===== config.mk =====
export PLATFORM = sky130hd
export DESIGN_NAME = fcap_top
export DESIGN_NICKNAME = d
export VERILOG_FILES = /design/src/rtl/fcap_pkg.sv /design/src/rtl/fcap_top.sv /design/src/rtl/fcap_sync.sv /design/src/rtl/fcap_addr_split.sv
export SDC_FILE = /design/constraint.sdc
export NUM_CORES = 1
export LEC_CHECK = 0
export BUFFER_PORTS_ARGS = -buffer_cell sky130_fd_sc_hd__buf_2
export CORE_ASPECT_RATIO = 0.7
export CORE_MARGIN = 5
export CORE_UTILIZATION = 50
export DETAILED_ROUTE_END_ITERATION = 8
export GPL_ROUTABILITY_DRIVEN = 0
export PLACE_DENSITY = 0.77
export SETUP_SLACK_MARGIN = 0.2
export SLEW_MARGIN = 5
export SYNTH_ARGS = -nofsm -noshare
export SYNTH_HDL_FRONTEND = slang
export SYNTH_SLANG_ARGS = --single-unit

===== constraint.sdc =====
create_clock -name REF_CLK_I -period 5.1 [get_ports REF_CLK_I]
set_clock_uncertainty 0.15 [all_clocks]
set_input_delay 0.51 -clock REF_CLK_I [delete_from_list [all_inputs] [get_ports REF_CLK_I]]
set_output_delay 0.51 -clock REF_CLK_I [all_outputs]
set_load 0.005 [all_outputs]

===== src/rtl/fcap_pkg.sv =====
// Constants and types for the flash command framing front end
// Overview of operation
// - Serial timing defaults to mode 3 after reset
// - Serial and byte outputs stay undriven until commanded
// - Each command starts only on select falling edge
// - Clock idle level at select fall picks mode
// - Commands ignored while power-on reset is active
// - Device rests in standby after power-up
// - Address bytes hold 13-bit page, 11-bit byte
// - Unused address bits are ignored by device
// - Opcode-specific dummy bytes follow the address
// - Serial clock/input or byte clock/eight lines, shared select
package fcap_pkg;
  localparam int CLK_FREQ_MHZ = 125;
  localparam int T_PUW_MS = 20;
  localparam int PUW_CYC = T_PUW_MS * 1000 * CLK_FREQ_MHZ;
  localparam int PAGE_W = 13;
  localparam int BYTE_W = 11;
  localparam int ADDR_W = 24;
  localparam int DUM_W = 5;
  localparam int PAGE_LSB = 11;
  localparam int STAT_RDY_BIT = 7;
  localparam logic [1:0] ADDR_LAST = 2'h2;
  localparam logic MODE_RESET = 1'b1;
  localparam logic [7:0] OPC_STATUS = 8'hd7;
  localparam logic [7:0] OPC_CONT_READ = 8'he8;
  localparam logic [7:0] OPC_PAGE_READ = 8'hd2;
  localparam logic [7:0] OPC_BUF1_READ = 8'hd4;
  localparam logic [7:0] OPC_BUF2_READ = 8'hd6;
  localparam logic [7:0] OPC_FAST_READ = 8'h0b;
  localparam logic [7:0] OPC_BYTE_ONLY = 8'h87;
  localparam logic [DUM_W-1:0] DUM_CONT_SER = 5'h04;
  localparam logic [DUM_W-1:0] DUM_CONT_BYTE = 5'h13;
  localparam logic [DUM_W-1:0] DUM_ONE = 5'h01;
  localparam logic [DUM_W-1:0] DUM_STAT_BYTE = 5'h02;
  localparam logic [DUM_W-1:0] DUM_NONE = 5'h00;
  typedef enum logic [2:0] {ST_IDLE, ST_SEL, ST_OPC, ST_ADDR, ST_DUMMY, ST_DATA} fcap_state_t;
endpackage


===== src/rtl/fcap_top.sv =====
// Command framing, clock-mode pick and power-up state of the flash host port
`timescale 1ns/100ps
module fcap_top #(
  parameter int PUW_CYCLES = fcap_pkg::PUW_CYC
) (
  input wire logic REF_CLK_I,
  input wire logic RESETN_I,
  input wire logic CE_I,
  input wire logic SEL_N_I,
  input wire logic SER_CLK_I,
  input wire logic SER_IN_I,
  output logic SER_OUT_O,
  output logic SER_OUT_OE_O,
  input wire logic BYTE_CLK_I,
  input wire logic [7:0] BYTE_PORT_LINES_I,
  output logic [7:0] BYTE_PORT_LINES_O,
  output logic BYTE_PORT_LINES_OE_O,
  input wire logic CORE_BUSY_I,
  output logic CMD_VALID_O,
  output logic [7:0] CMD_OPCODE_O,
  output logic [fcap_pkg::PAGE_W-1:0] CMD_PAGE_O,
  output logic [fcap_pkg::BYTE_W-1:0] CMD_BYTE_O,
  output logic [fcap_pkg::DUM_W-1:0] CMD_DUMMY_O,
  output logic DATA_VALID_O,
  output logic [7:0] DATA_O,
  output logic CLK_MODE3_O,
  output logic BYTE_IF_O,
  output logic STANDBY_O,
  output logic WRITE_READY_O
);
  logic s_sel_n, s_sck, s_si, s_bclk;
  logic [7:0] s_bio;
  logic prev_sel_n, prev_sck, prev_bclk;
  logic sel_fall, sck_rise, sck_fall, bclk_rise;
  logic use_ser, use_byt, bit_ev, byte_ev, in_opc;
  logic [7:0] byte_val, dec_op, status;
  logic [fcap_pkg::ADDR_W-1:0] dec_addr;
  logic dec_has_addr;
  logic [fcap_pkg::PAGE_W-1:0] dec_page;
  logic [fcap_pkg::BYTE_W-1:0] dec_byte;
  logic [fcap_pkg::DUM_W-1:0] dec_dummy;
  fcap_pkg::fcap_state_t state, next_state;
  logic mode3, next_mode3, byte_if, next_byte_if;
  logic [2:0] bit_cnt, next_bit_cnt;
  logic [7:0] shreg, next_shreg, opcode, next_opcode;
  logic [1:0] addr_cnt, next_addr_cnt;
  logic [fcap_pkg::ADDR_W-1:0] addr, next_addr;
  logic [fcap_pkg::DUM_W-1:0] dummy_left, next_dummy_left;
  logic [7:0] out_sh, next_out_sh;
  logic ser_out, next_ser_out;
  logic cmd_valid, next_cmd_valid;
  logic [fcap_pkg::PAGE_W-1:0] cmd_page, next_cmd_page;
  logic [fcap_pkg::BYTE_W-1:0] cmd_byte, next_cmd_byte;
  logic [fcap_pkg::DUM_W-1:0] cmd_dummy, next_cmd_dummy;
  logic data_valid, next_data_valid;
  logic [7:0] data, next_data, byte_out, next_byte_out;
  logic [31:0] puw_cnt, next_puw_cnt;
  logic write_ready, next_write_ready;
  logic seen_frame, next_seen_frame;
  logic drive_on;

  fcap_sync #(.W(12)) u_sync (
    .clk_i(REF_CLK_I),
    .rst_n_i(RESETN_I),
    .en_i(CE_I),
    .d_i({SEL_N_I, SER_CLK_I, SER_IN_I, BYTE_CLK_I, BYTE_PORT_LINES_I}),
    .q_o({s_sel_n, s_sck, s_si, s_bclk, s_bio})
  );

  assign sel_fall = prev_sel_n & ~s_sel_n;
  assign sck_rise = ~prev_sck & s_sck;
  assign sck_fall = prev_sck & ~s_sck;
  assign bclk_rise = ~prev_bclk & s_bclk;

  assign in_opc = (state == fcap_pkg::ST_SEL) || (state == fcap_pkg::ST_OPC);
  assign use_ser = (state == fcap_pkg::ST_SEL) ? sck_rise : ~byte_if;
  assign use_byt = (state == fcap_pkg::ST_SEL) ? (bclk_rise & ~sck_rise) : byte_if;
  assign bit_ev = use_ser & sck_rise & ~s_sel_n;
  assign byte_ev = (bit_ev & (bit_cnt == 3'h7)) | (use_byt & bclk_rise & ~s_sel_n);
  assign byte_val = use_byt ? s_bio : {shreg[6:0], s_si};
  assign dec_op = in_opc ? byte_val : opcode;
  assign dec_addr = {addr[15:0], byte_val};
  assign status = {~CORE_BUSY_I, 7'h00};

  fcap_addr_split u_split (
    .op_i(dec_op),
    .addr_i(dec_addr),
    .byte_if_i(next_byte_if),
    .has_addr_o(dec_has_addr),
    .page_o(dec_page),
    .byte_o(dec_byte),
    .dummy_o(dec_dummy)
  );

  always_comb
  begin
    next_state = state;
    next_mode3 = mode3;
    next_byte_if = byte_if;
    next_bit_cnt = bit_cnt;
    next_shreg = shreg;
    next_opcode = opcode;
    next_addr_cnt = addr_cnt;
    next_addr = addr;
    next_dummy_left = dummy_left;
    next_out_sh = out_sh;
    next_ser_out = ser_out;
    next_cmd_valid = 1'b0;
    next_cmd_page = cmd_page;
    next_cmd_byte = cmd_byte;
    next_cmd_dummy = cmd_dummy;
    next_data_valid = 1'b0;
    next_data = data;
    next_byte_out = status;
    next_seen_frame = seen_frame | sel_fall;
    if (state == fcap_pkg::ST_SEL && (bit_ev || byte_ev))
      next_byte_if = use_byt;
    if (bit_ev)
    begin
      next_shreg = byte_val;
      next_bit_cnt = bit_cnt + 3'h1;
    end
    case (state)
      fcap_pkg::ST_IDLE:
      begin
        // only a select fall opens a frame
        if (sel_fall)
        begin
          next_mode3 = s_sck;
          next_bit_cnt = 3'h0;
          next_addr_cnt = 2'h0;
          next_state = fcap_pkg::ST_SEL;
        end
      end
      fcap_pkg::ST_SEL, fcap_pkg::ST_OPC:
      begin
        if (bit_ev && !byte_ev)
          next_state = fcap_pkg::ST_OPC;
        if (byte_ev)
        begin
          next_opcode = byte_val;
          if (dec_has_addr)
            next_state = fcap_pkg::ST_ADDR;
          else
          begin
            next_cmd_valid = 1'b1;
            next_cmd_page = '0;
            next_cmd_byte = '0;
            next_cmd_dummy = dec_dummy;
            next_dummy_left = dec_dummy;
            next_out_sh = status;
            next_state = (dec_dummy == fcap_pkg::DUM_NONE) ? fcap_pkg::ST_DATA :
                         fcap_pkg::ST_DUMMY;
          end
        end
      end
      fcap_pkg::ST_ADDR:
      begin
        if (byte_ev)
        begin
          next_addr = dec_addr;
          next_addr_cnt = addr_cnt + 2'h1;
          if (addr_cnt == fcap_pkg::ADDR_LAST)
          begin
            next_cmd_valid = 1'b1;
            next_cmd_page = dec_page;
            next_cmd_byte = dec_byte;
            next_cmd_dummy = dec_dummy;
            next_dummy_left = dec_dummy;
            next_state = (dec_dummy == fcap_pkg::DUM_NONE) ? fcap_pkg::ST_DATA :
                         fcap_pkg::ST_DUMMY;
          end
        end
      end
      fcap_pkg::ST_DUMMY:
      begin
        if (byte_ev)
        begin
          next_dummy_left = dummy_left - fcap_pkg::DUM_ONE;
          if (dummy_left == fcap_pkg::DUM_ONE)
          begin
            next_out_sh = status;
            next_state = fcap_pkg::ST_DATA;
          end
        end
      end
      fcap_pkg::ST_DATA:
      begin
        if (byte_ev)
        begin
          next_data_valid = 1'b1;
          next_data = byte_val;
        end
        if (sck_fall && !byte_if)
        begin
          next_ser_out = out_sh[fcap_pkg::STAT_RDY_BIT];
          next_out_sh = {out_sh[6:0], out_sh[7]};
        end
      end
      default:
        next_state = fcap_pkg::ST_IDLE;
    endcase
    // Deselect aborts any frame
    if (s_sel_n && state != fcap_pkg::ST_IDLE)
      next_state = fcap_pkg::ST_IDLE;
  end

  always_comb
  begin
    next_puw_cnt = puw_cnt;
    next_write_ready = write_ready;
    if (!write_ready)
    begin
      next_puw_cnt = puw_cnt + 32'h1;
      if (puw_cnt == 32'(PUW_CYCLES - 1))
        next_write_ready = 1'b1;
    end
  end

  always_ff @(posedge REF_CLK_I or negedge RESETN_I)
  begin
    if (!RESETN_I)
    begin
      prev_sel_n <= 1'b0;
      prev_sck <= 1'b1;
      prev_bclk <= 1'b0;
      state <= fcap_pkg::ST_IDLE;
      mode3 <= fcap_pkg::MODE_RESET;
      byte_if <= 1'b0;
      bit_cnt <= 3'h0;
      shreg <= 8'h00;
      opcode <= 8'h00;
      addr_cnt <= 2'h0;
      addr <= '0;
      dummy_left <= '0;
      out_sh <= 8'h00;
      ser_out <= 1'b0;
      cmd_valid <= 1'b0;
      cmd_page <= '0;
      cmd_byte <= '0;
      cmd_dummy <= '0;
      data_valid <= 1'b0;
      data <= 8'h00;
      byte_out <= 8'h00;
      puw_cnt <= 32'h0;
      write_ready <= 1'b0;
      seen_frame <= 1'b0;
    end
    else if (CE_I)
    begin
      prev_sel_n <= s_sel_n;
      prev_sck <= s_sck;
      prev_bclk <= s_bclk;
      state <= next_state;
      mode3 <= next_mode3;
      byte_if <= next_byte_if;
      bit_cnt <= next_bit_cnt;
      shreg <= next_shreg;
      opcode <= next_opcode;
      addr_cnt <= next_addr_cnt;
      addr <= next_addr;
      dummy_left <= next_dummy_left;
      out_sh <= next_out_sh;
      ser_out <= next_ser_out;
      cmd_valid <= next_cmd_valid;
      cmd_page <= next_cmd_page;
      cmd_byte <= next_cmd_byte;
      cmd_dummy <= next_cmd_dummy;
      data_valid <= next_data_valid;
      data <= next_data;
      byte_out <= next_byte_out;
      puw_cnt <= next_puw_cnt;
      write_ready <= next_write_ready;
      seen_frame <= next_seen_frame;
    end
  end

  // drive only during status data phase
  assign drive_on = (state == fcap_pkg::ST_DATA) && (opcode == fcap_pkg::OPC_STATUS) && !s_sel_n;
  assign SER_OUT_OE_O = drive_on & ~byte_if;
  assign BYTE_PORT_LINES_OE_O = drive_on & byte_if;
  assign SER_OUT_O = ser_out;
  assign BYTE_PORT_LINES_O = byte_out;
  assign CMD_VALID_O = cmd_valid;
  assign CMD_OPCODE_O = opcode;
  assign CMD_PAGE_O = cmd_page;
  assign CMD_BYTE_O = cmd_byte;
  assign CMD_DUMMY_O = cmd_dummy;
  assign DATA_VALID_O = data_valid;
  assign DATA_O = data;
  assign CLK_MODE3_O = mode3;
  assign BYTE_IF_O = byte_if;
  assign STANDBY_O = (state == fcap_pkg::ST_IDLE);
  assign WRITE_READY_O = write_ready;
endmodule // fcap_top


===== src/rtl/fcap_sync.sv =====
// Two-stage synchroniser for pin inputs
`timescale 1ns/100ps
module fcap_sync #(
  parameter int W = 1
) (
  input wire logic clk_i,
  input wire logic rst_n_i,
  input wire logic en_i,
  input wire logic [W-1:0] d_i,
  output logic [W-1:0] q_o
);
  logic [W-1:0] meta;

  always_ff @(posedge clk_i or negedge rst_n_i)
  begin
    if (!rst_n_i)
    begin
      meta <= '0;
      q_o <= '0;
    end
    else if (en_i)
    begin
      meta <= d_i;
      q_o <= meta;
    end
  end
endmodule // fcap_sync


===== src/rtl/fcap_addr_split.sv =====
// Opcode to address layout and dummy count decoder
`timescale 1ns/100ps
module fcap_addr_split (
  input wire logic [7:0] op_i,
  input wire logic [fcap_pkg::ADDR_W-1:0] addr_i,
  input wire logic byte_if_i,
  output logic has_addr_o,
  output logic [fcap_pkg::PAGE_W-1:0] page_o,
  output logic [fcap_pkg::BYTE_W-1:0] byte_o,
  output logic [fcap_pkg::DUM_W-1:0] dummy_o
);
  logic [fcap_pkg::PAGE_W-1:0] raw_page;
  logic [fcap_pkg::BYTE_W-1:0] raw_byte;

  assign raw_page = addr_i[fcap_pkg::ADDR_W-1:fcap_pkg::PAGE_LSB];
  assign raw_byte = addr_i[fcap_pkg::BYTE_W-1:0];

  always_comb
  begin
    has_addr_o = 1'b1;
    page_o = raw_page;
    byte_o = raw_byte;
    case (op_i)
      8'h86, 8'h88, 8'h89, 8'h53, 8'h55, 8'h58, 8'h59, 8'h60, 8'h61, 8'h81, 8'h83:
        byte_o = '0;
      8'h87, 8'h84, 8'hd1, 8'hd3, 8'hd4, 8'hd6, 8'h54, 8'h56:
        page_o = '0;
      8'h50:
      begin
        page_o = {raw_page[12:3], 3'h0};
        byte_o = '0;
      end
      8'h7c:
      begin
        page_o = {raw_page[12:8], 8'h00};
        byte_o = '0;
      end
      8'h9f, 8'hb9, 8'hab, 8'hd7:
      begin
        has_addr_o = 1'b0;
        page_o = '0;
        byte_o = '0;
      end
      default:
        has_addr_o = 1'b1;
    endcase
  end

  always_comb
  begin
    case (op_i)
      fcap_pkg::OPC_PAGE_READ, fcap_pkg::OPC_CONT_READ:
        dummy_o = byte_if_i ? fcap_pkg::DUM_CONT_BYTE : fcap_pkg::DUM_CONT_SER;
      fcap_pkg::OPC_BUF1_READ, fcap_pkg::OPC_BUF2_READ, fcap_pkg::OPC_FAST_READ:
        dummy_o = fcap_pkg::DUM_ONE;
      fcap_pkg::OPC_STATUS:
        dummy_o = byte_if_i ? fcap_pkg::DUM_STAT_BYTE : fcap_pkg::DUM_NONE;
      default:
        dummy_o = fcap_pkg::DUM_NONE;
    endcase
  end
endmodule // fcap_addr_split


======== Yosys cells after proc, flatten, opt, wreduce, memory -nomap -nowiden ========
Cells that the tools add are included.
word-level totals
  register bits ........................... 155
  word-level logic and storage cells ...... 198
  output and inout bits ................... 62
cells by class
  bitwise operators ....................... 21
  muxes and demuxes ....................... 59
  add/sub/neg operators ................... 4
  reductions and logical operators ........ 36
  equality and inequality tests ........... 53
operators by type and width
  kind                   count
  $eq 8x8->1 const B     18
  $eq 8x7->1 const B     10
  $mux 8                 7
  $mux 11                5
  $mux 13                4
  $pmux 13 s3            1
  $mux 3                 12
  $add 32x1->32 const B  1
  $eq 32x22->1 const B   1
  $mux 5                 6
  $pmux 5 s3             2
  $pmux 13 s2            1
  $pmux 8 s3             1
  $pmux 11 s2            1
  $reduce_or 17->1       1
  $pmux 3 s5             1
  $reduce_and 3->1       5
  $ne 2x2->1 const B     7
  $reduce_and 7->1       2
  $and 1x1->1            12
  $mux 1                 12
  $ne 3x3->1 const B     4
  $reduce_or 12->1       1
  $pmux 5 s2             1
  other kinds (31)       57

======== Logic depth before layout (Yosys ltp) ========
Gate-level depths: netlist of run 1.
  word-level depth ........................ 19
  mapped depth ............................ 14
  gate-level depth less buffers ........... 9

======== By module ========
Synthesis of run 1 repeated with hierarchy kept, for this count alone.
second synthesis, totals
  cells, all modules ...................... 750
  area, all modules ....................... 7861.3 µm²
by module, submodules not included
  module           cells an instance  instances  sequential area each (µm²)  area each (µm²)
  fcap_top         603                1          3280.6                      6258.5
  fcap_sync        51                 1          600.6                       997.2
  fcap_addr_split  96                 1          0.0                         605.6

======== Worst setup path after synthesis of run 1 ========
Ideal clock, no wire load.
  kind .................................... register to register
  start ................................... register state[2]
  end ..................................... register cmd_byte (netlist bit CMD_BYTE_O[3])
  cell stages (with the launch flop) ...... 12
  path slack .............................. 1403 ps
  period minus slack after synthesis ...... 3697 ps
  setup time .............................. 74 ps
  buffers on the path ..................... 2
  data arrival time ....................... 3472 ps
  cell sequence ........................... dfrtp_1 > or3b_4 > or3_1 > buf_2 > nand2_4 > mux2i_1 > or4_1 > a22oi_4 > or4b_4 > or4_4 > buf_6 > o21ai_2
between the ends
  longest elaborated chain between the ends .. 10
  elaborated cells on any way between the ends .. 44
  classes of those cells .................. eq/ne: 24; mux: 8; bitwise: 6; reduce/logical: 6
ends and longest elaborated chain
  element                                          line                   RTL
  from (decl)                                      fcap_top.sv:42         fcap_pkg::fcap_state_t state, next_state;
  from (signal assigned)                           fcap_top.sv:227        state <= fcap_pkg::ST_IDLE;
  from (signal assigned)                           fcap_top.sv:254        state <= next_state;
  $eq 3x1->1                                       --
  $mux 1                                           fcap_top.sv:77         assign use_byt = (state == fcap_pkg::ST_SEL) ? (bclk_rise & ~sck_rise) : byte_if;
  $mux 8                                           fcap_top.sv:80         assign byte_val = use_byt ? s_bio : {shreg[6:0], s_si};
  $mux 8                                           fcap_top.sv:81         assign dec_op = in_opc ? byte_val : opcode;
  $eq 8x8->1 / $eq 8x7->1 (equally long branches)  fcap_addr_split.sv:23  case (op_i)
  $reduce_or 17->1 (no source line)                --
  $mux 11                                          fcap_addr_split.sv:23
  $mux 11                                          fcap_top.sv:163        if (addr_cnt == fcap_pkg::ADDR_LAST)
  $mux 11                                          fcap_top.sv:159        if (byte_ev)
  $pmux 11 s2                                      fcap_top.sv:123        case (state)
  to (signal assigned)                             fcap_top.sv:267        cmd_byte <= next_cmd_byte;
  to (decl)                                        fcap_top.sv:53         logic [fcap_pkg::BYTE_W-1:0] cmd_byte, next_cmd_byte;
Parallel ways exist; a longest one is shown, timed or not. The select of a mux whose other input is x is not followed.
A chain may end at the register's enable or synchronous reset.

======== Worst setup path after layout of run 1 ========
  start ................................... register state[0]
  end ..................................... register out_sh[7]
between the ends
  longest elaborated chain between the ends .. 8
  elaborated cells on any way between the ends .. 29
  classes of those cells .................. eq/ne: 13; mux: 5; bitwise: 6; reduce/logical: 5
ends and longest elaborated chain
  element                                                           line                                   RTL
  $eq 3x1->1                                                        --
  $mux 1, on equally long branches                                  fcap_top.sv:77, fcap_top.sv:76
  $mux 8 / $and 1x1->1 (equally long branches)                      fcap_top.sv:80, fcap_top.sv:78
  $mux 8 / $and 1x1->1 (equally long branches)                      fcap_top.sv:81, fcap_top.sv:78
  $eq 8x8->1 / $and 1x1->1 (equally long branches)                  fcap_addr_split.sv:23, fcap_top.sv:79
  $reduce_or 4->1 / $or 1x1->1 (equally long branches)              fcap_addr_split.sv:23, fcap_top.sv:79
  $ne 2x1->1 (no source line) / $ne 2x2->1 (equally long branches)  --
  $reduce_and 7->1 (no source line)                                 --
  to (signal assigned)                                              fcap_top.sv:263                        out_sh <= next_out_sh;
  to (decl)                                                         fcap_top.sv:49                         logic [7:0] out_sh, next_out_sh;
Parallel ways exist; a longest one is shown, timed or not.

==> impl_results.md, run 1 <==
- Outcome: finished, final reports clean
- Switching Fraction: 38.8%
- Die Area: 0.0178 mm²
- Ant diodes: 0
- CP cell instances: or3b_4 -> and2_1 -> nor2_2 -> o211ai_2 -> nand3_1 -> a21oi_2 -> o221a_2 -> nor3_1 -> mux2_2
- Final Max Slew Viols: 0
- Worst R2R Start: state[0]$_DFFE_PN0P_
- Cell Pwr Density: 501 mW/mm²
- Io pins: 78
- Critical path endpoint category: flip-flop
- Global-route wire length before repair: 29.0 mm
- Flop pwr share: 38.5%
- Crit path buffers/inverters: 0
- Maxcap violations: 0
- Final setup vio count: 0
- Syn Inst Count: 747
- Tcrit/Tclk final: 83.9%
- Share of cells above drive strength 1: 21.4%
- CP arrival: 4.43 ns
- Routed WL: 17.7 mm
- Net count, final: 833
- Placed instance count: 986
- Top FF cell, synth: dfrtp_1
- CTS tree: done
- Slowest stage delay, CP: 0.75 ns
- Sequential element share of the synthesized area: 50.8%
- Cell-internal power: 0.00266 W
- Clock Sinks: 154
- Num rows: 37
- Worst-case clock buffer depth: 2
- P&R area growth vs syn: 14.3%
- Worst Hold Endpoint: BYTE_PORT_LINES_O[7]$_DFFE_PN0P_
- Number of distinct library cells after synthesis: 74
- Via count: 5931
- Worst-path clk slew: 0.06 ns
- Die height: 113 µm
- F_max: 0.234 GHz
- VDD IR-drop max: 0.000274 V
- Clock latency on the worst-skew pair: 0.42 ns
- Antenna viol nets, final: 0
- Clock network power share: 28.8%
- Crit-path slowest cell: nor3_1
- DRC errors left: 0
- Via-per-instance ratio: 5.83
- H-Tree Depth: 4
- Pin count of the biggest net entering global routing: 58
- Hold path start: CORE_BUSY_I
- Reg2Reg Setup Slack: 0.82 ns
- Detailed placement HPWL: 12.2 mm
- Post-synth EDFFs: 0
- CP Launch Type: flip-flop
- GR Util All Layers: 20.3%
- 1st-iter DRT viols: 791
- Crit Reg-Reg Endpoint: out_sh[7]$_DFFE_PN0P_
- Critical Path RT: 5.25 ns
- Register area: 0.00386 mm²
- Root Buffer: clkbuf_16
- # port buffers: 69
- DR pass1 iterations: 5
- Minimum clock period: 4.28 ns
- DP Worst Slack: 0.916 ns
- Num CTS Buffers: 17
- Hold crit path type: in2reg
- Hold path cells: 2
- Synth warn: 0
- Finished Layout Cells: 1018
- GRT overflow: 0
- Syn Area/Cell: 10.2 µm²
- Delay-heaviest family, CP: simple AND/OR/NAND/NOR gates
- Relative slew margins: 23.6%
- Slew @ Worst Pin: 1.14 ns
- Mapped Area: 0.00760 mm²
- Core area: 0.0148 mm²
- Setup CP Type: reg2reg
- Yosys reg bits: 154
- Max FO, Critical Path: 16
- Routed len/inst: 17.4 µm
- Fill count: 1252
- RSZ-0062 raised after global routing: no
- Number of global-route vias before repair: 5526
- Net switching power: 0.00169 W
- Starting Density: 51.3%
- Setup TNS: 0 ns
- Final hold violations: 0
- Worst R2R Path Depth: 9
- Comb pwr share: 32.7%
- Commonest non-fill, non-tap cell in the layout: dfrtp_1
- Post-synth ARST share: 100%
- Post-layout worst setup margin: 0.819 ns
- P_leak: 3.97 nW
- Area of the multi-input gates: 0.00350 mm²
- Die width: 157 µm
- Antenna violations before repair: 0
- Most frequent cells in the layout: dfrtp_1 (152), nand2_1 (97), buf_2 (68), o21ai_0 (62), nor2_1 (44)
## worst max-delay path by stage
stage                          from                   endpoint  slack (ns)  depth (start not counted)
3_5_place_dp   state[0]$_DFFE_PN0P_      out_sh[7]$_DFFE_PN0P_        0.92                          9
3_3_place_gp   state[0]$_DFFE_PN0P_  CMD_BYTE_O[2]$_DFFE_PN0P_        1.09                          9
2_1_floorplan  state[2]$_DFFE_PN0P_  CMD_BYTE_O[3]$_DFFE_PN0P_        1.40                         11
5_1_grt        state[0]$_DFFE_PN0P_      out_sh[7]$_DFFE_PN0P_        0.56                          9
4_1_cts        state[0]$_DFFE_PN0P_      out_sh[7]$_DFFE_PN0P_        0.90                          9
6_report       state[0]$_DFFE_PN0P_      out_sh[7]$_DFFE_PN0P_        0.82                          9
## registers in the layout (all words and copies together) (netlist names), 5 cells and up
register and flops:
puw_cnt 32, addr 16, CMD_PAGE_O 13, u_sync.meta 12
u_sync.q_o 12, CMD_BYTE_O 11, CMD_OPCODE_O 8, DATA_O 8
out_sh 8, shreg 7, dummy_left 5
## stage by stage
step / cell area [µm²] / utilization (%) / total power [W] / hold WS, ns
floorplan: 7620 / - / 0.00265 / 0.0644
global placement: 8100 / 54.7 / 0.00304 / 0.302
detailed placement: 8100 / 54.7 / 0.00307 / 0.301
CTS: 8680 / 58.6 / 0.00433 / 0.121
global route: 8680 / 58.6 / 0.00460 / 0.137
finish: 8680 / 58.6 / 0.00435 / 0.130
## synthesized netlist by cell type, types with 9 or more instances
master	count	area share, %
nor2b_1	13	1.1
dfrtp_1	152	50
a22o_1	20	2.3
nand4_1	16	1.3
nor4_1	9	0.74
xor2_1	13	1.5
xnor2_1	22	2.5
nand2_1	97	4.8
nand3_1	36	2.4
o21ai_2	10	1.2
mux2i_1	11	1.4
mux2_2	33	4.9
nor2_1	44	2.2
a21oi_1	20	1.3
nor3_1	10	0.66
inv_1	20	0.99
clkbuf_1	22	1.1
buf_4	9	0.89
o21ai_0	62	4.1
## power groups by stage
stage	combinational [W]	clock (W)	sequential [W]
after global routing	0.00158	0.00133	0.00170
after floorplan	0.00108	0	0.00158
after global placement	0.00136	0	0.00167
after CTS	0.00140	0.00127	0.00166
final	0.00142	0.00125	0.00167
after detailed placement	0.00139	0	0.00168
## worst register-to-register path: cells and delay by family (launching register included)
family / cells / cell delay, ns
AOI/OAI and AO/OA: 3 / 0.68
DFF: 1 / 0.63
muxes: 1 / 0.41
and+or+nand+nor: 5 / 2.29
## layout make-up
type	instances	share of cell area (%)
timing repair buffer	79	4.94
inverter	20	0.865
tap	195	2.81
multi-input combinational	539	40.3
sequential	154	44.4
clock buffer	21	5.30
clock inverter	10	1.33
## cell families after synthesis
logic type	Yosys count	share of synthesized area, %
compound gates	178	16.5
xor+xnor	35	4.03
fa+ha+maj	6	0.988
buf+inv	61	3.71
flops	154	50.8
mux	44	6.34
other cells	1	0.0494
simple gates	268	17.6
## what timing repair did
item	4_1_cts	5_1_grt
buffers inserted	0	0
hold buffers	1	0
endpoints found under the hold margin	50	0
gates resized for setup	0	0
## routing by layer
| metal | part of all wire [%] | global-route usage, % | routed length, µm | vias up |
|---|---|---|---|---|
| met5 | 0 | 0 | 0 | - |
| met4 | 1.5 | 5.62 | 269 | 0 |
| met3 | 8.1 | 4.70 | 1440 | 27 |
| met2 | 41 | 28.3 | 7300 | 231 |
| met1 | 49 | 31.5 | 8660 | 2869 |
| li1 | - | - | - | 2804 |
Power figures use the tool's default switching activity.
==> inputs of run 2 (changes only) <==
--- a/config.mk
+++ b/config.mk
@@ -11,7 +11,7 @@
 export CORE_UTILIZATION = 50
 export DETAILED_ROUTE_END_ITERATION = 8
 export GPL_ROUTABILITY_DRIVEN = 0
-export PLACE_DENSITY = 0.77
+export PLACE_DENSITY = 0.8
 export SETUP_SLACK_MARGIN = 0.2
 export SLEW_MARGIN = 5
 export SYNTH_ARGS = -nofsm -noshare
==> constraint.sdc (replaced) <==
create_clock -name REF_CLK_I -period 3.74 [get_ports REF_CLK_I]
set_clock_uncertainty 0.15 [all_clocks]
set_input_delay 0.374 -clock REF_CLK_I [delete_from_list [all_inputs] [get_ports REF_CLK_I]]
set_output_delay 0.374 -clock REF_CLK_I [all_outputs]
set_load 0.005 [all_outputs]
==> run 2 against run 1 <==
Net effect: sequential share of layout area fell by 1.8 points; utilization rose by 2.5 points; via count up 5.5%; clock-buffer cell count is 3 lower; global-route usage is 1.4 points higher.
==> impl_results.md, run 2 (synthesis gave the netlist of run 1 again) <==
- CP Launch Type: flip-flop
- Net count, final: 864 (+3.7%)
- Core area: 0.0148 mm² (unchanged)
- Crit Reg-Reg Endpoint: CMD_BYTE_O[6]$_DFFE_PN0P_
- Minimum clock period: 3.48 ns (-0.801 ns)
- Clock Sinks: 154 (unchanged)
- Routed len/inst: 18.1 µm (+4.1%)
- Routed WL: 19.0 mm (+7.3%)
- Io pins: 78 (unchanged)
- Slew @ Worst Pin: 1.06 ns (-0.0810 ns)
- Num rows: 37 (unchanged)
- Detailed placement HPWL: 12.7 mm (+3.7%)
- Ant diodes: 0 (unchanged)
- Setup CP Type: reg2reg
- # port buffers: 69 (unchanged)
- Die height: 113 µm (unchanged)
- Outcome: finished, final reports clean
- Reg2Reg Setup Slack: 0.26 ns (-0.56 ns)
- Critical Path RT: 3.95 ns (-1.30 ns)
- Worst Hold Endpoint: u_sync.meta[2]$_DFFE_PN0P_
- Setup TNS: 0 ns (unchanged)
- Worst-path clk slew: 0.07 ns (about the same)
- F_max: 0.287 GHz (+23%)
- Maxcap violations: 0 (unchanged)
- Placed instance count: 1008 (+2.2%)
- DR pass1 iterations: 6 (+1)
- Finished Layout Cells: 1050 (+3.1%)
- Share of cells above drive strength 1: 26.1% (+4.7 points)
- Num CTS Buffers: 17 (unchanged)
- DP Area: 0.00829 mm² (+2.3%)
- Design Power: 0.00628 W (+44%)
- Commonest non-fill, non-tap cell in the layout: dfrtp_1
- Root Buffer: clkbuf_16
- GR Util All Layers: 21.7% (+1.4 points)
- Clock latency on the worst-skew pair: 0.43 ns (about the same)
- Via count: 6256 (+5.5%)
- Tcrit/Tclk final: 93.0% (+9.1 points)
- Design area: 0.00905 mm² (+4.2%)
- Final hold violations: 0 (unchanged)
- Global-route wire length before repair: 30.6 mm (+5.4%)
- Area of the multi-input gates: 0.00363 mm² (+3.6%)
- Final Max Slew Viols: 0 (unchanged)
- WHS: 0.0225 ns (-0.107 ns)
- Starting Density: 51.3% (unchanged)
- H-Tree Depth: 4 (unchanged)
- P_leak: 4.12 nW (+4.0%)
- CP arrival: 3.69 ns (-0.74 ns)
- Cell Pwr Density: 694 mW/mm² (+39%)
- CTS tree: done
- Relative slew margins: 29.1% (+5.5 points)
- Largest register by flop count: puw_cnt
- Worst R2R Path Depth: 10 (+1)
- Critical path endpoint category: flip-flop
- Pin count of the biggest net entering global routing: 96 (+66%)
- Max FO, Critical Path: 11 (-5)
- Register area: 0.00386 mm² (unchanged)
- Antenna violations before repair: 0 (unchanged)
- GRT overflow: 0 (unchanged)
- Via-per-instance ratio: 5.96 (+2.3%)
- Hold crit path type: in2reg
- VDD IR-drop max: 0.000376 V (+37%)
- Worst-case clock buffer depth: 2 (unchanged)
- Antenna viol nets, final: 0 (unchanged)
- Die width: 157 µm (unchanged)
- Fill count: 1215 (-3.0%)
- Worst R2R Start: state[1]$_DFFE_PN0P_
- P&R area growth vs syn: 19.1%
- Hold path cells: 2 (unchanged)
- Most frequent cells in the layout: dfrtp_1 (152), nand2_1 (97), buf_2 (68), o21ai_0 (62), nor2_1 (44)
- Hold path start: BYTE_PORT_LINES_I[2]
- Final setup vio count: 0 (unchanged)
- DRC errors left: 0 (unchanged)
- Largest register FFs: 32 (unchanged)
- Die Area: 0.0178 mm² (unchanged)
- Number of global-route vias before repair: 5855 (+6.0%)
- RSZ-0062 raised after global routing: yes
- 1st-iter DRT viols: 636 (-20%)
## run 2: routing by layer
layer | vias up | part of all wire, % | GRT usage (%)
met5 | - | 0 | 0
met3 | 49 | 8.5 | 5.24
met2 | 277 | 44 | 31.8
li1 | 2885 | - | -
met4 | 0 | 2.3 | 7.91
met1 | 3045 | 45 | 31.4
## run 2: worst max path at each step
stage          slack (ns)                         to  cells past startpoint            startpoint
6_report             0.26  CMD_BYTE_O[6]$_DFFE_PN0P_                     10  state[1]$_DFFE_PN0P_
5_1_grt              0.16      out_sh[7]$_DFFE_PN0P_                     11  state[1]$_DFFE_PN0P_
4_1_cts              0.15  dummy_left[1]$_DFFE_PN0P_                     11  state[1]$_DFFE_PN0P_
3_5_place_dp         0.03      out_sh[7]$_DFFE_PN0P_                     11  state[1]$_DFFE_PN0P_
3_3_place_gp         0.11      out_sh[7]$_DFFE_PN0P_                     11  state[1]$_DFFE_PN0P_
2_1_floorplan        0.21  CMD_BYTE_O[3]$_DFFE_PN0P_                     12  state[0]$_DFFE_PN0P_
## run 2: per-stage QoR
stage          setup WS, ns  utilization [%]
3_5_place_dp         0.0272             55.9
5_1_grt               0.159             61.1
4_1_cts               0.152             60.5
3_3_place_gp          0.106             55.9
6_report              0.260             61.1
2_1_floorplan         0.209                -
## run 2: final cells by class
class	instances	share of cell area, %
flip-flops and latches	154	42.6
clock buffers	18	4.85
clock inverters	14	1.65
well taps	195	2.70
repair buffers	108	7.26
multi-input cells	541	40.1
inverters	20	0.830
## run 2: what timing repair did
action                                  4_1_cts  5_1_grt
pin swaps                                     3        6
hold endpoints to repair                     93        0
hold buffers                                  2        0
endpoints found under the setup margin       25       31
resized for setup                             9       11
buffers inserted                              1        5
gates cloned                                  2        0
## run 2: critical path, stage by stage (launching register included)
cell and delay (ns):
dfrtp_1 0.38, or3b_4 0.42, buf_4 0.18, and2_4 0.20, o2111ai_1 0.22, o221ai_2 0.22
nand3_2 0.17, a22oi_4 0.15, or4b_4 0.56, or4_4 0.63, o21ai_2 0.14
## run 2: power breakdown
group	leakage, nW	total, W	internal (W)	switching, W
combinational	1.80	0.00236	0.000901	0.00145
sequential	2.04	0.00223	0.00192	0.000308
clock	0.281	0.00170	0.000910	0.000788
total	4.12	0.00628	0.00373	0.00255
